<file path="src/inc/ioport_pkg.sv">
// Purpose: Shared constants and carrier types for the I/O port block.
// Assumes: 32-bit AXI4-Lite register access, one register per word.
// Notes: Offsets are byte addresses.
package ioport_pkg;
    localparam logic [7:0] OFF_PORT0 = 8'h00;
    localparam logic [7:0] OFF_PORT1 = 8'h04;
    localparam logic [7:0] OFF_PORT2 = 8'h08;
    localparam logic [7:0] OFF_PORT3 = 8'h0c;
    localparam logic [7:0] OFF_P0MODE = 8'h10;
    localparam logic [7:0] OFF_P1MODE = 8'h14;
    localparam logic [7:0] OFF_P2MODE = 8'h18;
    localparam logic [7:0] OFF_P3MODE = 8'h1c;
    localparam logic [7:0] OFF_PCFG = 8'h20;
    localparam logic [7:0] OFF_IRQEDGE = 8'h24;
    localparam logic [7:0] OFF_T8CTL = 8'h28;
    localparam logic [7:0] OFF_TCCTL = 8'h2c;
    localparam logic [7:0] OFF_T16CTL = 8'h30;
    localparam logic [7:0] OFF_STATUS = 8'h34;
    localparam logic [7:0] OFF_MASK = 8'h38;
    localparam logic [7:0] OFF_STOP = 8'h3c;
    localparam int PCFG_P1_OD = 1;
    localparam int PCFG_P0_OD = 2;
    localparam int PCFG_P2_OD = 3;
    localparam int PCFG_CMP1_OUT = 0;
    localparam int PCFG_CMP2_OUT = 4;
    localparam int P3MODE_ANALOG = 1;
    localparam int IRQ_EDGE_LO = 6;
    localparam int IRQ_EDGE_HI = 7;
    localparam int TCC_SEL_LO = 4;
    localparam int TCC_SEL_HI = 5;
    localparam int TCC_SRC_P20 = 6;
    localparam int T_OUT_EN = 0;
    localparam logic [1:0] RESP_OKAY = 2'h0;
    localparam logic [1:0] RESP_SLVERR = 2'h2;
    // Edge choice for the two comparator-capable inputs.
    typedef enum logic [1:0] {
        EDGE_RISE = 2'b00,
        EDGE_FALL = 2'b01,
        EDGE_BOTH = 2'b10,
        EDGE_BOTH2 = 2'b11
    } edge_sel_t;
    // One eight-bit bidirectional port at the pins.
    typedef struct packed {
        logic [7:0] out;
        logic [7:0] oe;
        logic [7:0] pull_en;
    } pin_drive_t;
    // Counter/timer signals routed to port 3.
    typedef struct packed {
        logic t8_out;
        logic t16_out;
        logic edge_in;
    } timer_link_t;
endpackage : ioport_pkg

</file>
<file path="src/hdl/ioport_top.sv">
// Purpose: Four I/O ports with comparators, wake gates and AXI4-Lite access.
// Assumes: Pins and comparator results are synchronous to CLK_I.
// Notes: Interrupt status bits clear by writing one.
//
// How it works
// - Port reads return pin levels, not latches, except fourth port bits 7:4 (latch), bit 3 in analog mode (zero) and bits 2:1 (comparators when on).
// - Pull-ups off on pins set as outputs.
// - First port direction chosen per nibble.
// - Config bit D2 selects first port drive.
// - First port inputs after reset and recovery.
// - Second port input after reset and recovery.
// - Config bit D1 selects second port drive.
// - Third port direction set per bit.
// - One drive type for third port outputs.
// - Third port all inputs at reset.
// - AND and OR of third port wake.
// - Timer edge input from port3 bit1 or port2.
// - Fourth port: four inputs, four push-pull outputs.
// - Mode bit 1 enables both comparators.
// - Edge select bits 6, 7 for interrupts.
// - Timer control bits route outputs to fourth port.
// - Comparators off in stop; recovery needs digital.
// - Digital input 3 is D3, raises line one.
// - Config register routes comparators to outputs 4, 7.
`timescale 1ns/1ps
module ioport_top (
    // Clock and reset.
    input wire logic CLK_I,
    input wire logic RSTN_I,
    // AXI4-Lite write.
    input wire logic [7:0] AWADDR_I,
    input wire logic AWVALID_I,
    output logic AWREADY_O,
    input wire logic [31:0] WDATA_I,
    input wire logic [3:0] WSTRB_I,
    input wire logic WVALID_I,
    output logic WREADY_O,
    output logic [1:0] BRESP_O,
    output logic BVALID_O,
    input wire logic BREADY_I,
    // AXI4-Lite read.
    input wire logic [7:0] ARADDR_I,
    input wire logic ARVALID_I,
    output logic ARREADY_O,
    output logic [31:0] RDATA_O,
    output logic [1:0] RRESP_O,
    output logic RVALID_O,
    input wire logic RREADY_I,
    // Ports 0 to 2.
    input wire logic [7:0] P0_IN_I,
    input wire logic [7:0] P1_IN_I,
    input wire logic [7:0] P2_IN_I,
    output ioport_pkg::pin_drive_t P0_O,
    output ioport_pkg::pin_drive_t P1_O,
    output ioport_pkg::pin_drive_t P2_O,
    // Port 3 inputs, comparator results and outputs.
    input wire logic [3:0] P3_IN_I,
    input wire logic CMP1_RESULT_I,
    input wire logic CMP2_RESULT_I,
    output logic [7:4] P3_OUT_O,
    output logic CMP_ENABLE_O,
    // Timer links and low-power control.
    input wire ioport_pkg::timer_link_t TIMER_I,
    input wire logic STOP_MODE_I,
    input wire logic STOP_RECOVERY_I,
    output logic TIMER_EDGE_O,
    output logic WAKE_AND_O,
    output logic WAKE_OR_O,
    output logic [2:0] IRQ_LINES_O,
    output logic [2:0] RECOVERY_SRC_O,
    output logic IRQ_O
);
    ////////////////////////////////////////////////////////////////////////
    logic rst_meta_ff, rst_ff;
    always_ff @(posedge CLK_I or negedge RSTN_I) begin
        if (!RSTN_I) begin
            rst_meta_ff <= 1'b0;
            rst_ff <= 1'b0;
        end else begin
            rst_meta_ff <= 1'b1;
            rst_ff <= rst_meta_ff;
        end
    end
    wire rstn = rst_ff;

    ////////////////////////////////////////////////////////////////////////
    logic [7:0] p0_lat_ff, p1_lat_ff, p2_lat_ff, p3_lat_ff;
    logic [1:0] p0_dir_ff;
    logic p1_dir_ff;
    logic [7:0] p2_dir_ff;
    logic [7:0] p3_mode_ff, pcfg_ff, irqedge_ff;
    logic [7:0] t8ctl_ff, tcctl_ff, t16ctl_ff;
    logic [2:0] status_ff, mask_ff;
    logic [3:0] p3_prev_ff;
    logic [7:0] aw_addr_ff, ar_addr_ff;
    logic aw_have_ff, w_have_ff;
    logic [31:0] w_data_ff;
    logic [3:0] w_strb_ff;
    logic do_wr, wr_hit;
    logic [31:0] rd_val;
    logic rd_hit;
    logic [3:0] p3_eff;
    logic [2:0] irq_evt;

    always_ff @(posedge CLK_I or negedge RSTN_I) begin
        if (!RSTN_I) begin
            aw_have_ff <= 1'b0;
            w_have_ff <= 1'b0;
            aw_addr_ff <= 8'h00;
            w_data_ff <= 32'h0;
            w_strb_ff <= 4'h0;
            BVALID_O <= 1'b0;
            BRESP_O <= ioport_pkg::RESP_OKAY;
        end else if (!rstn) begin
            aw_have_ff <= 1'b0;
            w_have_ff <= 1'b0;
            BVALID_O <= 1'b0;
        end else begin
            if (AWVALID_I && AWREADY_O) begin
                aw_have_ff <= 1'b1;
                aw_addr_ff <= AWADDR_I;
            end
            if (WVALID_I && WREADY_O) begin
                w_have_ff <= 1'b1;
                w_data_ff <= WDATA_I;
                w_strb_ff <= WSTRB_I;
            end
            if (do_wr) begin
                aw_have_ff <= 1'b0;
                w_have_ff <= 1'b0;
                BVALID_O <= 1'b1;
                BRESP_O <= wr_hit ? ioport_pkg::RESP_OKAY
                                  : ioport_pkg::RESP_SLVERR;
            end else if (BREADY_I) begin
                BVALID_O <= 1'b0;
            end
        end
    end
    assign AWREADY_O = 1'b0 | (rstn & ~aw_have_ff & ~BVALID_O);
    assign WREADY_O = rstn & ~w_have_ff & ~BVALID_O;
    assign do_wr = aw_have_ff & w_have_ff & ~BVALID_O;

    always_comb begin
        wr_hit = 1'b1;
        unique case (aw_addr_ff)
            ioport_pkg::OFF_PORT0, ioport_pkg::OFF_PORT1,
            ioport_pkg::OFF_PORT2, ioport_pkg::OFF_PORT3,
            ioport_pkg::OFF_P0MODE, ioport_pkg::OFF_P1MODE,
            ioport_pkg::OFF_P2MODE, ioport_pkg::OFF_P3MODE,
            ioport_pkg::OFF_PCFG, ioport_pkg::OFF_IRQEDGE,
            ioport_pkg::OFF_T8CTL, ioport_pkg::OFF_TCCTL,
            ioport_pkg::OFF_T16CTL, ioport_pkg::OFF_STATUS,
            ioport_pkg::OFF_MASK: wr_hit = 1'b1;
            default: wr_hit = 1'b0;
        endcase
    end
    wire wb = do_wr & w_strb_ff[0];
    wire [7:0] wd = w_data_ff[7:0];

    ////////////////////////////////////////////////////////////////////////
    always_ff @(posedge CLK_I or negedge RSTN_I) begin
        if (!RSTN_I) begin
            p0_lat_ff <= 8'h00;
            p1_lat_ff <= 8'h00;
            p2_lat_ff <= 8'h00;
            p3_lat_ff <= 8'h00;
            p3_mode_ff <= 8'h00;
            pcfg_ff <= 8'h00;
            irqedge_ff <= 8'h00;
            t8ctl_ff <= 8'h00;
            tcctl_ff <= 8'h00;
            t16ctl_ff <= 8'h00;
            mask_ff <= 3'h0;
        end else if (wb) begin
            unique case (aw_addr_ff)
                ioport_pkg::OFF_PORT0: p0_lat_ff <= wd;
                ioport_pkg::OFF_PORT1: p1_lat_ff <= wd;
                ioport_pkg::OFF_PORT2: p2_lat_ff <= wd;
                ioport_pkg::OFF_PORT3: p3_lat_ff <= wd;
                ioport_pkg::OFF_P3MODE: p3_mode_ff <= wd;
                ioport_pkg::OFF_PCFG: pcfg_ff <= wd;
                ioport_pkg::OFF_IRQEDGE: irqedge_ff <= wd;
                ioport_pkg::OFF_T8CTL: t8ctl_ff <= wd;
                ioport_pkg::OFF_TCCTL: tcctl_ff <= wd;
                ioport_pkg::OFF_T16CTL: t16ctl_ff <= wd;
                ioport_pkg::OFF_MASK: mask_ff <= wd[2:0];
                default: ;
            endcase
        end
    end

    // Directions: a set bit means output; reset forces all ports to input, recovery forces ports 0 and 1 only.
    always_ff @(posedge CLK_I or negedge RSTN_I) begin
        if (!RSTN_I) begin
            p0_dir_ff <= 2'b00;
            p1_dir_ff <= 1'b0;
            p2_dir_ff <= 8'h00;
        end else if (STOP_RECOVERY_I) begin
            p0_dir_ff <= 2'b00;
            p1_dir_ff <= 1'b0;
        end else if (wb) begin
            if (aw_addr_ff == ioport_pkg::OFF_P0MODE) begin
                p0_dir_ff <= wd[1:0];
            end
            if (aw_addr_ff == ioport_pkg::OFF_P1MODE) begin
                p1_dir_ff <= wd[0];
            end
            if (aw_addr_ff == ioport_pkg::OFF_P2MODE) begin
                p2_dir_ff <= wd;
            end
        end
    end

    ////////////////////////////////////////////////////////////////////////
    logic [7:0] p0_oe, p1_oe, p2_oe;
    assign p0_oe = {{4{p0_dir_ff[1]}}, {4{p0_dir_ff[0]}}};
    assign p1_oe = {8{p1_dir_ff}};
    assign p2_oe = p2_dir_ff;

    // Open drain drives only lows; pull-ups follow the direction.
    always_ff @(posedge CLK_I or negedge RSTN_I) begin
        if (!RSTN_I) begin
            P0_O <= '0;
            P1_O <= '0;
            P2_O <= '0;
        end else begin
            P0_O.out <= pcfg_ff[ioport_pkg::PCFG_P0_OD] ? 8'h00 : p0_lat_ff;
            P0_O.oe <= pcfg_ff[ioport_pkg::PCFG_P0_OD]
                       ? p0_oe & ~p0_lat_ff : p0_oe;
            P0_O.pull_en <= ~p0_oe;
            P1_O.out <= pcfg_ff[ioport_pkg::PCFG_P1_OD] ? 8'h00 : p1_lat_ff;
            P1_O.oe <= pcfg_ff[ioport_pkg::PCFG_P1_OD]
                       ? p1_oe & ~p1_lat_ff : p1_oe;
            P1_O.pull_en <= ~p1_oe;
            P2_O.out <= pcfg_ff[ioport_pkg::PCFG_P2_OD] ? 8'h00 : p2_lat_ff;
            P2_O.oe <= pcfg_ff[ioport_pkg::PCFG_P2_OD]
                       ? p2_oe & ~p2_lat_ff : p2_oe;
            P2_O.pull_en <= ~p2_oe;
        end
    end

    ////////////////////////////////////////////////////////////////////////
    wire analog = p3_mode_ff[ioport_pkg::P3MODE_ANALOG];
    wire cmp_on = analog & ~STOP_MODE_I;
    // In analog mode outside stop, inputs 1 and 2 show comparator results.
    assign p3_eff = {P3_IN_I[3],
                     cmp_on ? CMP2_RESULT_I : P3_IN_I[2],
                     cmp_on ? CMP1_RESULT_I : P3_IN_I[1],
                     P3_IN_I[0]};

    always_ff @(posedge CLK_I or negedge RSTN_I) begin
        if (!RSTN_I) begin
            P3_OUT_O <= 4'h0;
            CMP_ENABLE_O <= 1'b0;
            TIMER_EDGE_O <= 1'b0;
            WAKE_AND_O <= 1'b0;
            WAKE_OR_O <= 1'b0;
            RECOVERY_SRC_O <= 3'h0;
        end else begin
            CMP_ENABLE_O <= cmp_on;
            WAKE_AND_O <= &P2_IN_I;
            WAKE_OR_O <= |P2_IN_I;
            TIMER_EDGE_O <= tcctl_ff[ioport_pkg::TCC_SRC_P20]
                            ? P2_IN_I[0] : P3_IN_I[1];
            // Inputs 3:1 feed stop-mode recovery only in digital mode; analog mode feeds none.
            RECOVERY_SRC_O <= analog ? 3'h0 : P3_IN_I[3:1];
            P3_OUT_O[4] <= pcfg_ff[ioport_pkg::PCFG_CMP1_OUT] ? p3_eff[1]
                         : t8ctl_ff[ioport_pkg::T_OUT_EN] ? TIMER_I.t8_out
                         : p3_lat_ff[4];
            P3_OUT_O[5] <= t16ctl_ff[ioport_pkg::T_OUT_EN] ? TIMER_I.t16_out
                         : p3_lat_ff[5];
            unique case (tcctl_ff[ioport_pkg::TCC_SEL_HI:
                                  ioport_pkg::TCC_SEL_LO])
                2'b00: P3_OUT_O[6] <= p3_lat_ff[6];
                2'b01: P3_OUT_O[6] <= TIMER_I.t8_out & TIMER_I.t16_out;
                2'b10: P3_OUT_O[6] <= TIMER_I.t8_out | TIMER_I.t16_out;
                2'b11: P3_OUT_O[6] <= &P2_IN_I | ~|P2_IN_I;
            endcase
            P3_OUT_O[7] <= pcfg_ff[ioport_pkg::PCFG_CMP2_OUT] ? p3_eff[2]
                         : p3_lat_ff[7];
        end
    end

    ////////////////////////////////////////////////////////////////////////
    // Edge events: bit0 line zero (input 2), bit1 line one (input 3),
    // bit2 line two (input 1).
    function automatic logic edge_hit(input logic [1:0] sel,
                                      input logic prev, input logic cur);
        edge_hit = (sel == 2'b00) ? (~prev & cur)
                 : (sel == 2'b01) ? (prev & ~cur) : (prev ^ cur);
    endfunction : edge_hit

    always_ff @(posedge CLK_I or negedge RSTN_I) begin
        if (!RSTN_I) begin
            p3_prev_ff <= 4'h0;
        end else begin
            p3_prev_ff <= p3_eff;
        end
    end
    assign irq_evt[0] = edge_hit(irqedge_ff[ioport_pkg::IRQ_EDGE_HI:
                                            ioport_pkg::IRQ_EDGE_LO],
                                 p3_prev_ff[2], p3_eff[2]);
    assign irq_evt[2] = edge_hit(irqedge_ff[ioport_pkg::IRQ_EDGE_HI:
                                            ioport_pkg::IRQ_EDGE_LO],
                                 p3_prev_ff[1], p3_eff[1]);
    assign irq_evt[1] = ~analog & p3_prev_ff[3] & ~p3_eff[3];

    // Set wins over a write-one clear in the same cycle.
    always_ff @(posedge CLK_I or negedge RSTN_I) begin
        if (!RSTN_I) begin
            status_ff <= 3'h0;
            IRQ_LINES_O <= 3'h0;
            IRQ_O <= 1'b0;
        end else if (!rstn) begin
            // Edge history settles before any event may be latched.
            status_ff <= 3'h0;
            IRQ_LINES_O <= 3'h0;
            IRQ_O <= 1'b0;
        end else begin
            status_ff <= (status_ff & ~((wb && aw_addr_ff ==
                          ioport_pkg::OFF_STATUS) ? wd[2:0] : 3'h0))
                         | irq_evt;
            IRQ_LINES_O <= irq_evt;
            IRQ_O <= |(status_ff & mask_ff);
        end
    end

    ////////////////////////////////////////////////////////////////////////
    always_comb begin
        rd_val = 32'h0;
        rd_hit = 1'b1;
        unique case (ar_addr_ff)
            ioport_pkg::OFF_PORT0: rd_val[7:0] = P0_IN_I;
            ioport_pkg::OFF_PORT1: rd_val[7:0] = P1_IN_I;
            ioport_pkg::OFF_PORT2: rd_val[7:0] = P2_IN_I;
            ioport_pkg::OFF_PORT3: rd_val[7:0] = {p3_lat_ff[7:4],
                                    p3_eff[3] & ~analog, p3_eff[2:0]};
            ioport_pkg::OFF_P0MODE: rd_val[1:0] = p0_dir_ff;
            ioport_pkg::OFF_P1MODE: rd_val[0] = p1_dir_ff;
            ioport_pkg::OFF_P2MODE: rd_val[7:0] = p2_dir_ff;
            ioport_pkg::OFF_P3MODE: rd_val[7:0] = p3_mode_ff;
            ioport_pkg::OFF_PCFG: rd_val[7:0] = pcfg_ff;
            ioport_pkg::OFF_IRQEDGE: rd_val[7:0] = irqedge_ff;
            ioport_pkg::OFF_T8CTL: rd_val[7:0] = t8ctl_ff;
            ioport_pkg::OFF_TCCTL: rd_val[7:0] = tcctl_ff;
            ioport_pkg::OFF_T16CTL: rd_val[7:0] = t16ctl_ff;
            ioport_pkg::OFF_STATUS: rd_val[2:0] = status_ff;
            ioport_pkg::OFF_MASK: rd_val[2:0] = mask_ff;
            default: rd_hit = 1'b0;
        endcase
    end

    logic ar_have_ff;
    always_ff @(posedge CLK_I or negedge RSTN_I) begin
        if (!RSTN_I) begin
            ar_have_ff <= 1'b0;
            ar_addr_ff <= 8'h00;
            ARREADY_O <= 1'b0;
            RVALID_O <= 1'b0;
            RDATA_O <= 32'h0;
            RRESP_O <= ioport_pkg::RESP_OKAY;
        end else begin
            ARREADY_O <= rstn & ~ar_have_ff & ~RVALID_O & ~ARREADY_O;
            if (ARVALID_I && ARREADY_O) begin
                ar_have_ff <= 1'b1;
                ar_addr_ff <= ARADDR_I;
                ARREADY_O <= 1'b0;
            end
            if (ar_have_ff) begin
                ar_have_ff <= 1'b0;
                RVALID_O <= 1'b1;
                RDATA_O <= rd_val;
                RRESP_O <= rd_hit ? ioport_pkg::RESP_OKAY
                                  : ioport_pkg::RESP_SLVERR;
            end else if (RVALID_O && RREADY_I) begin
                RVALID_O <= 1'b0;
            end
        end
    end

    ////////////////////////////////////////////////////////////////////////
    pull_off_a: assert property (@(posedge CLK_I) disable iff (!rstn)
        ##1 (P0_O.pull_en & P0_O.oe) == 8'h00)
        else $error("Pull-up left on a driven pin.");
    p0_nibble_a: assert property (@(posedge CLK_I) disable iff (!rstn)
        (wb && aw_addr_ff == ioport_pkg::OFF_P0MODE && !STOP_RECOVERY_I)
        |=> p0_dir_ff == $past(wd[1:0]))
        else $error("Port 0 nibble direction not taken.");
    recov_in_a: assert property (@(posedge CLK_I) disable iff (!rstn)
        STOP_RECOVERY_I |=> p0_dir_ff == 2'b00 && !p1_dir_ff)
        else $error("Recovery did not return ports to input.");
    od_p1_a: assert property (@(posedge CLK_I) disable iff (!rstn)
        pcfg_ff[ioport_pkg::PCFG_P1_OD] |=> P1_O.out == 8'h00)
        else $error("Open-drain port 1 drove a high.");
    wake_or_a: assert property (@(posedge CLK_I) disable iff (!rstn)
        (P2_IN_I == 8'h00) |=> !WAKE_OR_O && !WAKE_AND_O)
        else $error("Wake gate wrong for all-low port 2.");
    cmp_stop_a: assert property (@(posedge CLK_I) disable iff (!rstn)
        STOP_MODE_I |=> !CMP_ENABLE_O)
        else $error("Comparators powered in stop.");
    irq_sticky_a: assert property (@(posedge CLK_I) disable iff (!rstn)
        irq_evt[0] |=> status_ff[0]
        ##1 (IRQ_O || !$past(mask_ff[0])))
        else $error("Edge event not latched or not signalled.");
    d3_analog_a: assert property (@(posedge CLK_I) disable iff (!rstn)
        analog |-> !irq_evt[1])
        else $error("Line one raised in analog mode.");
endmodule : ioport_top

</file>
<file path="config.mk">
export PLATFORM = sky130hd
export DESIGN_NAME = ioport_top
export DESIGN_NICKNAME = d
export VERILOG_FILES = /design/src/inc/ioport_pkg.sv /design/src/hdl/ioport_top.sv
export SDC_FILE = /design/constraint.sdc
export NUM_CORES = 1
export LEC_CHECK = 0
export CORE_UTILIZATION = 35
export CTS_BUF_LIST = sky130_fd_sc_hd__clkbuf_4
export CTS_CLUSTER_SIZE = 14
export DETAILED_ROUTE_END_ITERATION = 8
export DONT_BUFFER_PORTS = 1
export PLACE_DENSITY = 0.58
export SYNTH_ARGS = -nofsm -noshare
export SYNTH_HDL_FRONTEND = slang
export SYNTH_SLANG_ARGS = --single-unit
</file>
<file path="constraint.sdc">
create_clock -name CLK_I -period 6.1 [get_ports CLK_I]
set_input_delay 0.305 -clock CLK_I [delete_from_list [all_inputs] [get_ports CLK_I]]
set_output_delay 0.305 -clock CLK_I [all_outputs]
set_load 0.02 [all_outputs]
</file>
Word-level counts from Yosys, hierarchy flattened
Memory sizes are Yosys's and may differ from the RTL's. Cells that the tools add are included.

Register bits after elaboration: 233. Bits in read-only memories: 64. Bits of input ports: 94. Memories: 1.

Memories: (no name shown) (words 64, bits a word 1, rd ports 1, clocked after Yosys merged registers in 0, write ports 0, line ioport_top.sv:145) `unique case (aw_addr_ff)`.

Eq/ne operators: 35. Mux-type cells: 51. Bitwise logic cells: 50. Reductions and logical operators: 36.

Operators with widths (count): $eq 8x6->1 const B (14); $eq 8x5->1 const B (8); $pmux 5 s11 (1); $mux 8 (6); $not 8->8 (6); $eq 8x4->1 const B (4); $reduce_and 2->1 (16); $mux 1 (31); $and 8x8->8 (3); $and 1x1->1 (19); $eq 8x3->1 const B (2); $logic_not 8->1 (2); $pmux 1 s15 (1); $reduce_or 15->1 (1); $not 1->1 (14); $pmux 1 s14 (1); $pmux 1 s13 (1); $mux 3 (4); $mux 2 (5); $reduce_and 8->1 (1); $reduce_bool 2->1 (4); $reduce_or 8->1 (1); $and 3x3->3 (2); $logic_not 2->1 (3); 13 further kinds (22).

Depth between registers and ports, before layout
Gate-level depths: netlist of run 1.

Word-level depth: 9. Depth in mapped cells: 8.

Least setup slack after synthesis of run 1
Ideal clock, no wire load.

Path type: reg-to-reg. Start: register BVALID_O. End: register w_data_ff[0]. Arrival time: 1866 ps. Required time: 5975 ps. Setup slack: 4109 ps. Cell stages (with the launch flop): 6. Clock period less this slack: 1991 ps. Cell sequence: dfrtp_1 -> nand2b_1 -> nor2_1 -> and2_1 -> clkbuf_1 -> mux2_2.

Cells in the longest elaborated chain, start to end: 4.

RTL lines: from (decl) (line ioport_top.sv:39) `output logic BVALID_O,`; from (signal assigned) (line ioport_top.sv:112) `BVALID_O <= 1'b0;`; from (signal assigned) (line ioport_top.sv:117) `BVALID_O <= 1'b0;`; from (signal assigned) (line ioport_top.sv:131) `BVALID_O <= 1'b1;`; $not 1->1 (line ioport_top.sv:140) `assign WREADY_O = rstn & ~w_have_ff & ~BVALID_O;`; $and 1x1->1 (line ioport_top.sv:140); named net WREADY_O (line ioport_top.sv:37) `output logic WREADY_O,`; $logic_and 1x1->1 (line ioport_top.sv:123) `if (WVALID_I && WREADY_O) begin`; $reduce_and 2->1 (no line); to (signal assigned) (line ioport_top.sv:110) `w_data_ff <= 32'h0;`; to (signal assigned) (line ioport_top.sv:125) `w_data_ff <= WDATA_I;`; to (decl) (line ioport_top.sv:97) `logic [31:0] w_data_ff;`.

The timed path passes the listed nets, and every way through them passes these cells. A chain may end at the register's enable or synchronous reset.

Final worst setup path of run 1
Start: register ar_addr_ff[1]. End: register RDATA_O[1].

Cells in the longest elaborated chain, start to end: 2. Elaborated cells on any way between the ends: 15.

RTL lines: from (decl) (line ioport_top.sv:95) `logic [7:0] aw_addr_ff, ar_addr_ff;`; from (signal assigned) (line ioport_top.sv:357) `ar_addr_ff <= 8'h00;`; from (signal assigned) (line ioport_top.sv:366) `ar_addr_ff <= ARADDR_I;`; $eq 8x6->1, or another cell as far along (line ioport_top.sv:332) `unique case (ar_addr_ff)`; $pmux 1 s14 * (line ioport_top.sv:332); to (signal assigned) (line ioport_top.sv:372) `RDATA_O <= rd_val;`; to (decl) (line ioport_top.sv:45) `output logic [31:0] RDATA_O,`.

Every way passes the cells marked *; elsewhere a longest branch is shown, timed or not.

==> impl_metrics.tcl, run 1 <==
set metrics [dict create \
    drc 0 \
    first_global_vias 6026 \
    antenna_found_initial 3 \
    worstPathRequired_ns 6.73 \
    r2r_slack_ns 3.54 \
    port_buffers 0 \
    dp_hpwl_microns 15310 \
    vias 5864 \
    rows 58 \
    clk_pin_slew_ns 0.06 \
    design_area_sq_um 10580 \
    cts_resized 0 \
    wl_microns 23650 \
    status "finished clean" \
    setup_viol 0 \
    final_core_util 0.4165 \
    regArea_sq_um 5331 \
    initial_utilization 0.3594 \
    cts-htree-levels 2 \
    internal_power_uw 2447 \
    largest_register_ffs 24 \
    critPathLaunchType "flip-flop" \
    most-common-layout-cells "212 x dfrtp_1, 120 x mux2_2, 90 x clkbuf_4" \
    power_uw 3516 \
    cts_tree "yes" \
    power_switching_uw 1069 \
    syn_inst 709 \
    cp.arrival_ns 3.19 \
    fill_cells 2407 \
    synth_top_cell_by_area "dfrtp_1" \
    power_frac_comb 0.131 \
    routabilityCongestion 0.8150 \
    swShare 0.3040 \
    clockBufferDepth 3 \
    worstSetupEndpointType "flip-flop" \
    area_growth_pct 15.89 \
    hold_ws_ns 0.06040 \
    root_buffer "clkbuf_4" \
    maxCapViolCount 0 \
    power_density_nw_per_um2 332.4 \
    layout-drive-gt1-share 0.2982 \
    fp.dieW_microns 163.5 \
    worst_pin_slew_ns 1.193 \
    worstHoldPathType "in2reg" \
    placed_cell_area_sq_um 9223 \
    nNetsFinal 879 \
    synth_edf_count 0 \
    synth_seq_cells 213 \
    cts_hold_buffers 54 \
    synth_ff_type "dfrtp_1" \
    peakVddDrop_mv 0.1381 \
    multi_input_area_sq_um 3377 \
    finalSetupTns_ns 0 \
    final_hold_viol_count 0 \
    ant_nets 0 \
    drtIter0Drc 351 \
    grt_max_degree 214 \
    worst_skew_pair.late_latency_ns 0.70 \
    syn_area_sq_um 9129 \
    crit_type "reg2reg" \
    grt_use_total 0.1805 \
    yosysWarnings 0 \
    leakage_uw 0.005042 \
    final_common_cell "dfrtp_1" \
    syn_area_per_cell_sq_um 12.88 \
    finalCriticalPeriod_ns 2.558 \
    grt_overflow 0 \
    dieHeight_microns 163.5 \
    p_clk_frac 0.383 \
    grt_pass1_wl_microns 35940 \
    seqPwrFrac 0.486 \
    netlist_top_cells_area "dfrtp_1 58%, mux2_2 15%, buf_4 3.3%" \
    yosysTopAreaCellShare 0.5839 \
    largest-register "P2_O" \
    drv_slew 0 \
    dieArea_sq_um 26730 \
    first_pass_iters 5 \
    wl_per_cell_microns 20.42 \
    ys_types 60 \
    post_cts_buffers 0 \
    fin_crit_sh 0.4193 \
    postSynth.asyncResetShare 1.000 \
    vias_per_cell 5.064 \
    grt_setup_unrepaired "false" \
    largestRegisters "P2_O x24, P0_O x18, P1_O x17" \
    io_pins 222 \
    cts_num_sinks 213 \
    relSlewSlack 0.2044 \
    crit_fanout 7 \
    fmax_mhz 391.0 \
    fin_skew_ns 0.03914 \
    yosysSeqAreaShare 0.5839 \
    cts_buffers 59 \
    core_sq_um 25400 \
]
==> cell families (layout without fill, tap and decap cells) <==
kind of cell               after synthesis  after routing  share of synthesized area
AOI/OAI and AO/OA                      100            100                    0.07127
adders and majority gates                4              4                   0.005483
buffers and inverters                   92            183                    0.05647
DFF                                    213            213                     0.5839
muxes                                  145            145                     0.1850
other                                    2             30                  0.0008227
and+or+nand+nor                        153            153                    0.09704
==> per-stage QoR <==
stage	setup slack, ns	instances
final	3.542	1158
after global routing	3.382	1157
after CTS	3.611	1155
after detailed placement	3.595	996
after global placement	3.646	996
after floorplan	4.109	734
==> power by group through the flow <==
stage	Combinational, uW	Clock (uW)	Sequential, uW
2_1_floorplan	390	0	1610
3_3_place_gp	386	0	1730
3_5_place_dp	390	0	1740
4_1_cts	458	1390	1710
5_1_grt	499	1470	1730
6_report	460	1350	1710
==> Yosys cell counts, types with 2 or more instances <==
cell / n
nand4_1: 5
nand3_1: 13
a21o_1: 2
o221a_2: 2
buf_4: 40
mux2i_1: 18
o211a_1: 2
nor4_1: 2
nand2b_1: 6
a32oi_1: 2
a31o_2: 4
a221oi_1: 3
o21ai_0: 20
nor2_1: 20
buf_2: 10
mux4_2: 7
conb_1: 2
a22oi_1: 7
dfrtp_1: 213
a41oi_1: 2
nor2b_1: 39
a31oi_1: 4
o211ai_1: 3
inv_1: 20
nor4_2: 2
and3_1: 3
nand4_2: 2
nor3_1: 5
clkbuf_1: 19
nand2_1: 38
a22o_1: 5
and4b_1: 2
ha_1: 4
a21oi_1: 35
mux2_2: 120
and2_1: 4
==> critical path: stages, from the launching register on <==
cell,delay [ns]
dfrtp_1,0.42
nor4_2,0.62
and3_1,0.48
a41oi_1,0.19
a31oi_1,0.22
dlygate4sd3_1,0.57
==> routing by layer <==
metal  wire length, microns  vias to the layer above  global-route usage
met3                   1729                       52             0.05460
met1                  10190                     2948              0.2368
met4                    702                        2             0.07660
met2                  11020                      228              0.2756
met5                     13                        -                   0
li1                       -                     2634                   -
==> final cells by class <==
class / count / area share
repair buffers: 57 / 0.05488
inverters: 21 / 0.007451
well taps: 330 / 0.03903
clock inverters: 15 / 0.01088
clock buffers: 90 / 0.06387
flip-flops and latches: 213 / 0.5040
diodes: 3 / 0.0007096
multi-input cells: 429 / 0.3192
==> path summary, 6_finish.rpt <==
path,start,endpoint,cells after the start
max,ar_addr_ff[1],RDATA_O[1],5
min,P2_IN_I[7],P3_OUT_O[6],5
max reg2reg,ar_addr_ff[1],RDATA_O[1],5
min reg2reg,rst_meta_ff,rst_ff,0
max in group asynchronous,RSTN_I,P2_O[0],2
min in group asynchronous,RSTN_I,P0_O[23],2
No activity file was read; power rests on OpenSTA's default activity.
==> run 2, diff against run 1 <==
ABC_AREA = 1   (was not set)
clock period = 2.6 ns   (was 6.1 ns; I/O delays follow)
==> run 2 against run 1 <==
  * The flow now finishes with violations (negative hold slack)
  * Cell count is 27% higher
  * Highest routed layer is now met4
  * Sequential power grew 110%
  * Sequential share of layout area shrank 0.17 points
  * Via count grew 19%
  * Global-route usage increased by 0.76 points
  * Synthesized cell count increased by 40%
  * Largest power group unchanged
  * Die area fell by 1.9%
  * Cell area is 0.34% higher
  * Worst hold slack got worse by 0.90 ns
  * Area after synthesis down 2.0%
  * Power is 100% higher
  * Non-clock buffer count rose by 36
==> impl_metrics.tcl, run 2 <==
set metrics [dict create \
    dieArea_sq_um 26210 \
    io_pins 222 \
    initial_utilization 0.3564 \
    syn_area_per_cell_sq_um 9.003 \
    cts_buffers 57 \
    largest_register_ffs 24 \
    vias 6977 \
    cts_hold_buffers 80 \
    grt_use_total 0.1881 \
    relSlewSlack 0.5068 \
    worstPathRequired_ns 3.13 \
    syn_area_sq_um 8949 \
    hold_ws_ns -0.8417 \
    fp.dieW_microns 161.9 \
    synth_edf_count 0 \
    grt_max_degree 214 \
    maxCapViolCount 0 \
    root_buffer "clkbuf_4" \
    first_pass_iters 5 \
    worstHoldPathType "in2async" \
    slowest_stage "dlygate4sd3_1" \
    cp_cell_sequence "inv_4 > nor2_1 > inv_1 > nor2_1 > buf_4 > nand2_1 > buf_4 > mux2_2 > dlygate4sd3_1" \
    worstSetupEndpointType "flip-flop" \
    cp.arrival_ns 2.99 \
    fin_crit_sh 0.9481 \
    yosysTopAreaCellShare 0.5956 \
    vias_per_cell 4.737 \
    core_sq_um 25110 \
    synthTopCellsByCount "261 x nand2_1, 213 x dfrtp_1, 111 x nor2_1" \
    port_buffers 0 \
    cts_num_sinks 213 \
    wl_per_cell_microns 16.50 \
    netlist_top_cells_area "dfrtp_1 60%, nand2_1 11%, nor2_1 4.7%" \
    worst_skew_pair.late_latency_ns 0.70 \
    worst_pin_slew_ns 0.7371 \
    power_density_nw_per_um2 670.9 \
    final_common_cell "nand2_1" \
    dp_hpwl_microns 15940 \
    cp_slowest_stage_delay_ns 0.57 \
    drc 0 \
    violations "negative hold slack" \
    synth_seq_cells 213 \
    crit_fanout 13 \
    layout-drive-gt1-share 0.1166 \
    clk_pin_slew_ns 0.07 \
    drtIter0Drc 552 \
    drv_slew 0 \
    dieHeight_microns 161.9 \
    peakVddDrop_mv 0.4197 \
    cts_tree "yes" \
    critPathLaunchType "flip-flop" \
    grt_overflow 0 \
    finalSetupTns_ns 0 \
    status "complete, but fails checks" \
    final_hold_viol_count 213 \
    crit_type "reg2reg" \
    leakage_uw 0.005323 \
    most-common-layout-cells "261 x nand2_1, 212 x dfrtp_1, 107 x nor2_1" \
    first_global_vias 6756 \
    yosysMostFrequentCell "nand2_1" \
    largestRegisters "P2_O x24, P0_O x18, P1_O x17" \
    yosysSeqAreaShare 0.5956 \
    grt_pass1_wl_microns 37840 \
    antenna_found_initial 1 \
    clockBufferDepth 3 \
    rows 58 \
    syn_inst 994 \
    setup_viol 0 \
    nNetsFinal 1202 \
    postSynth.asyncResetShare 1.000 \
    finalCriticalPeriod_ns 2.465 \
    synth_ff_type "dfrtp_1" \
    yosysWarnings 0 \
    area_growth_pct 18.62 \
    grt_setup_unrepaired "false" \
    ant_nets 0 \
    final_core_util 0.4228 \
    routabilityCongestion 0.8694 \
    synth_top_cell_by_area "dfrtp_1" \
    wl_microns 24300 \
    fmax_mhz 405.7 \
    fin_skew_ns 0.06702 \
    largest-register "P2_O" \
    ys_types 38 \
    cts-htree-levels 2 \
]
run 2: path summary, 6_finish.rpt:
kind	end	startpoint	cells past startpoint	slack (ns)
worst max register to register	w_strb_ff[0]	rst_ff	9	0.14
worst min register to register	rst_ff	rst_meta_ff	0	0.36
max in group asynchronous	P2_O[13]	RSTN_I	0	3.13
worst min-delay path	p1_dir_ff	RSTN_I	0	-0.84
worst max-delay path	w_strb_ff[0]	rst_ff	9	0.14
min in group CLK_I	BVALID_O	BREADY_I	2	0.07
run 2: layout make-up:
type	count	area, sq um
clock buffer	85	638.1
inverter	94	355.3
antenna	2	5.005
timing repair buffer	93	898.4
multi-input combinational	645	2932
sequential	213	5331
fill	2584	14490
tap	330	412.9
clock inverter	11	42.54
run 2: what timing repair did:
item,in CTS,in global routing
endpoints found under the hold margin,271,213
setup endpoints to repair,0,11
resized for setup,0,6
buffers inserted,0,0
run 2: cell families (layout without fill, tap and decap cells):
kind of cell | Yosys count | count (layout) | share of synthesized area
buffers and inverters | 161 | 283 | 0.08837
AOI/OAI and AO/OA | 167 | 167 | 0.09927
muxes | 6 | 6 | 0.008389
DFF | 213 | 213 | 0.5956
adders and majority gates | 4 | 4 | 0.005593
other | 2 | 29 | 0.0008392
and+or+nand+nor | 441 | 441 | 0.2019
run 2: metal layers:
layer | share of wire | vias to the layer above | GRT usage
li1 | - | 3360 | -
met1 | 0.46 | 3340 | 0.2607
met2 | 0.46 | 239 | 0.2899
met3 | 0.065 | 38 | 0.04622
met4 | 0.017 | 0 | 0.05746
met5 | 0 | - | 0
run 2: per-stage QoR:
step,cells,power (uW),cell area [sq um],setup slack [ns]
floorplan,1019,4042,9042,0.8449
global placement,1295,4192,9115,0.5261
detailed placement,1295,4205,9115,0.4909
CTS,1471,7207,10600,0.08318
global route,1473,7465,10620,0.002503
finish,1473,7121,10620,0.1350
run 2: critical path, delay by kind of cell (launching register included):
family,cells,cell delay (ns)
and+or+nand+nor,3,0.29
DFF,1,0.47
muxes,1,0.35
buffers and inverters,5,1.20
run 2: where the power goes:
group          internal, uW  switching [uW]  leakage, uW
logic                   241             441      0.00210
registers              3450             146      0.00280
clock network          1470            1370     0.000416
==> run 3, diff against run 2 <==
CORE_ASPECT_RATIO = 2   (was not set)
SETUP_SLACK_MARGIN = 0.5   (was not set)
==> run 3 against run 2 <==
  * Via count decreased by 0.44%
  * Critical path type is now in2reg
  * Setup slack improved by 0.42 ns
  * Cell area shrank 0.97%
  * Combinational power down 5.0%
  * The run still ends with negative hold slack left
  * Cell count is 0.75% lower
  * Wire length up 4.3%
  * Flip-flop and latch count is the same
==> impl_metrics.tcl, run 3 (synthesis gave the netlist of run 2 again) <==
set metrics [dict create \
    rows 82 \
    first_pass_iters 5 \
    peakVddDrop_mv 0.2046 \
    largestRegisters "P2_O x24, P0_O x18, P1_O x17" \
    first_global_vias 7168 \
    grt_pass1_wl_microns 39680 \
    port_buffers 0 \
    r2r_slack_ns 0.63 \
    crit_fanout 3 \
    worstHoldPathType "in2async" \
    nNetsFinal 1188 \
    cts_tree "yes" \
    final_common_cell "nand2_1" \
    multi_input_area_sq_um 2945 \
    initial_utilization 0.3575 \
    power_uw 6952 \
    finalCriticalPeriod_ns 2.047 \
    place_ws_ns 0.5906 \
    leakage_uw 0.005261 \
    maxCapViolCount 0 \
    setup_viol 0 \
    dieHeight_microns 228.1 \
    drv_slew 0 \
    power_density_nw_per_um2 661.3 \
    grt_max_degree 214 \
    core_sq_um 25030 \
    layout_setup_ws_ns 0.5525 \
    violations "negative hold slack" \
    fin_skew_ns 0.04597 \
    grt_use_total 0.2026 \
    cts_num_sinks 213 \
    fill_cells 2555 \
    fmax_mhz 488.4 \
    cp.arrival_ns 2.64 \
    cts_buffers 48 \
    dp_hpwl_microns 17710 \
    clockBufferDepth 3 \
    vias_per_cell 4.751 \
    worstSetupEndpointType "flip-flop" \
    final_hold_viol_count 213 \
    drc 0 \
    crit_type "in2reg" \
    drtIter0Drc 401 \
    worst_pin_slew_ns 0.7744 \
    worstPathRequired_ns 3.20 \
    worst_skew_pair.late_latency_ns 0.67 \
    critPathLaunchType "primary input" \
    status "complete, but fails checks" \
    most-common-layout-cells "260 x nand2_1, 213 x dfrtp_1, 107 x nor2_1" \
    io_pins 222 \
    regArea_sq_um 5330 \
    cts-htree-levels 2 \
    hold_ws_ns -0.8454 \
    wl_per_cell_microns 17.33 \
    dieArea_sq_um 26250 \
    clk_pin_slew_ns 0.07 \
    area_growth_pct 17.48 \
    routabilityCongestion 0.8958 \
    largest-register "P2_O" \
    wl_microns 25340 \
    layout-drive-gt1-share 0.1112 \
    antenna_found_initial 2 \
    grt_overflow 0 \
    vias 6946 \
    fin_crit_sh 0.7875 \
    fp.dieW_microns 115.1 \
    finalSetupTns_ns 0 \
    largest_register_ffs 24 \
    relSlewSlack 0.4841 \
    ant_nets 0 \
    grt_setup_unrepaired "true" \
    root_buffer "clkbuf_4" \
]
run 3: cell count changes in the layout (fill, tap and decap cells not counted), moves of 2 or more:
cell	change
bufinv_16	+2
dlygate4sd3_1	-11
buf_4	+6
clkbuf_4	-19
clkinv_2	+3
clkinv_1	+3
run 3: worst max-delay path, stage by stage:
cell and delay, ns:
dlygate4sd3_1 0.61, nor4_2 0.29, dlygate4sd3_1 0.60, nand2_1 0.06
dlygate4sd3_1 0.59, nand2_1 0.17, nand3_1 0.10, nand4_1 0.09
run 3: cell type report:
type                            instances  share of cell area
Inverter                               94             0.03356
Timing Repair Buffer                   88             0.07927
Tap cell                              336             0.03999
Multi-Input combinational cell        645              0.2802
Sequential cell                       213              0.5070
Clock inverter                         18             0.01238
Antenna cell                            2           0.0004761
Clock buffer                           66             0.04713
run 3: final timing paths:
check,startpoint,endpoint,cells after the start
setup / recovery,P2_IN_I[0],P3_OUT_O[6],8
hold / removal,RSTN_I,P1_O[23],0
setup reg to reg,ar_addr_ff[1],RDATA_O[7],9
hold reg to reg,rst_meta_ff,rst_ff,0
max in group asynchronous,RSTN_I,RECOVERY_SRC_O[1],0
min in group CLK_I,P3_IN_I[3],p3_prev_ff[3],1
run 3: layer usage:
layer | track usage | wire [microns] | vias to the layer above
met3 | 0.02550 | 951 | 103
met5 | 0 | 0 | -
met4 | 0.1644 | 1999 | 0
met1 | 0.1980 | 8506 | 3267
li1 | - | - | 3322
met2 | 0.3703 | 13890 | 254
run 3: report_power, final:
part	leakage, uW	switching (uW)	total [uW]	internal [uW]
Sequential	0.00280	147	3600	3450
Clock	0.000369	1330	2710	1380
Combinational	0.00209	439	648	209
run 3: stage by stage:
step / utilization / hold slack (ns) / area, sq um / std cells
final: 0.4199 / -0.8454 / 10510 / 1462
after global routing: 0.4199 / -0.8846 / 10510 / 1462
after CTS: 0.4175 / -0.8937 / 10450 / 1456
after detailed placement: 0.3653 / -0.1613 / 9145 / 1304
after global placement: 0.3653 / -0.1619 / 9145 / 1304
after floorplan: - / -0.1656 / 9042 / 1019
run 3: what timing repair did:
| item | in CTS | in global routing |
|---|---|---|
| gates resized for setup | 0 | 7 |
| hold buffers | 68 | 1 |
| setup endpoints to repair | 0 | 40 |
| setup buffers | 0 | 3 |
| endpoints found under the hold margin | 270 | 221 |
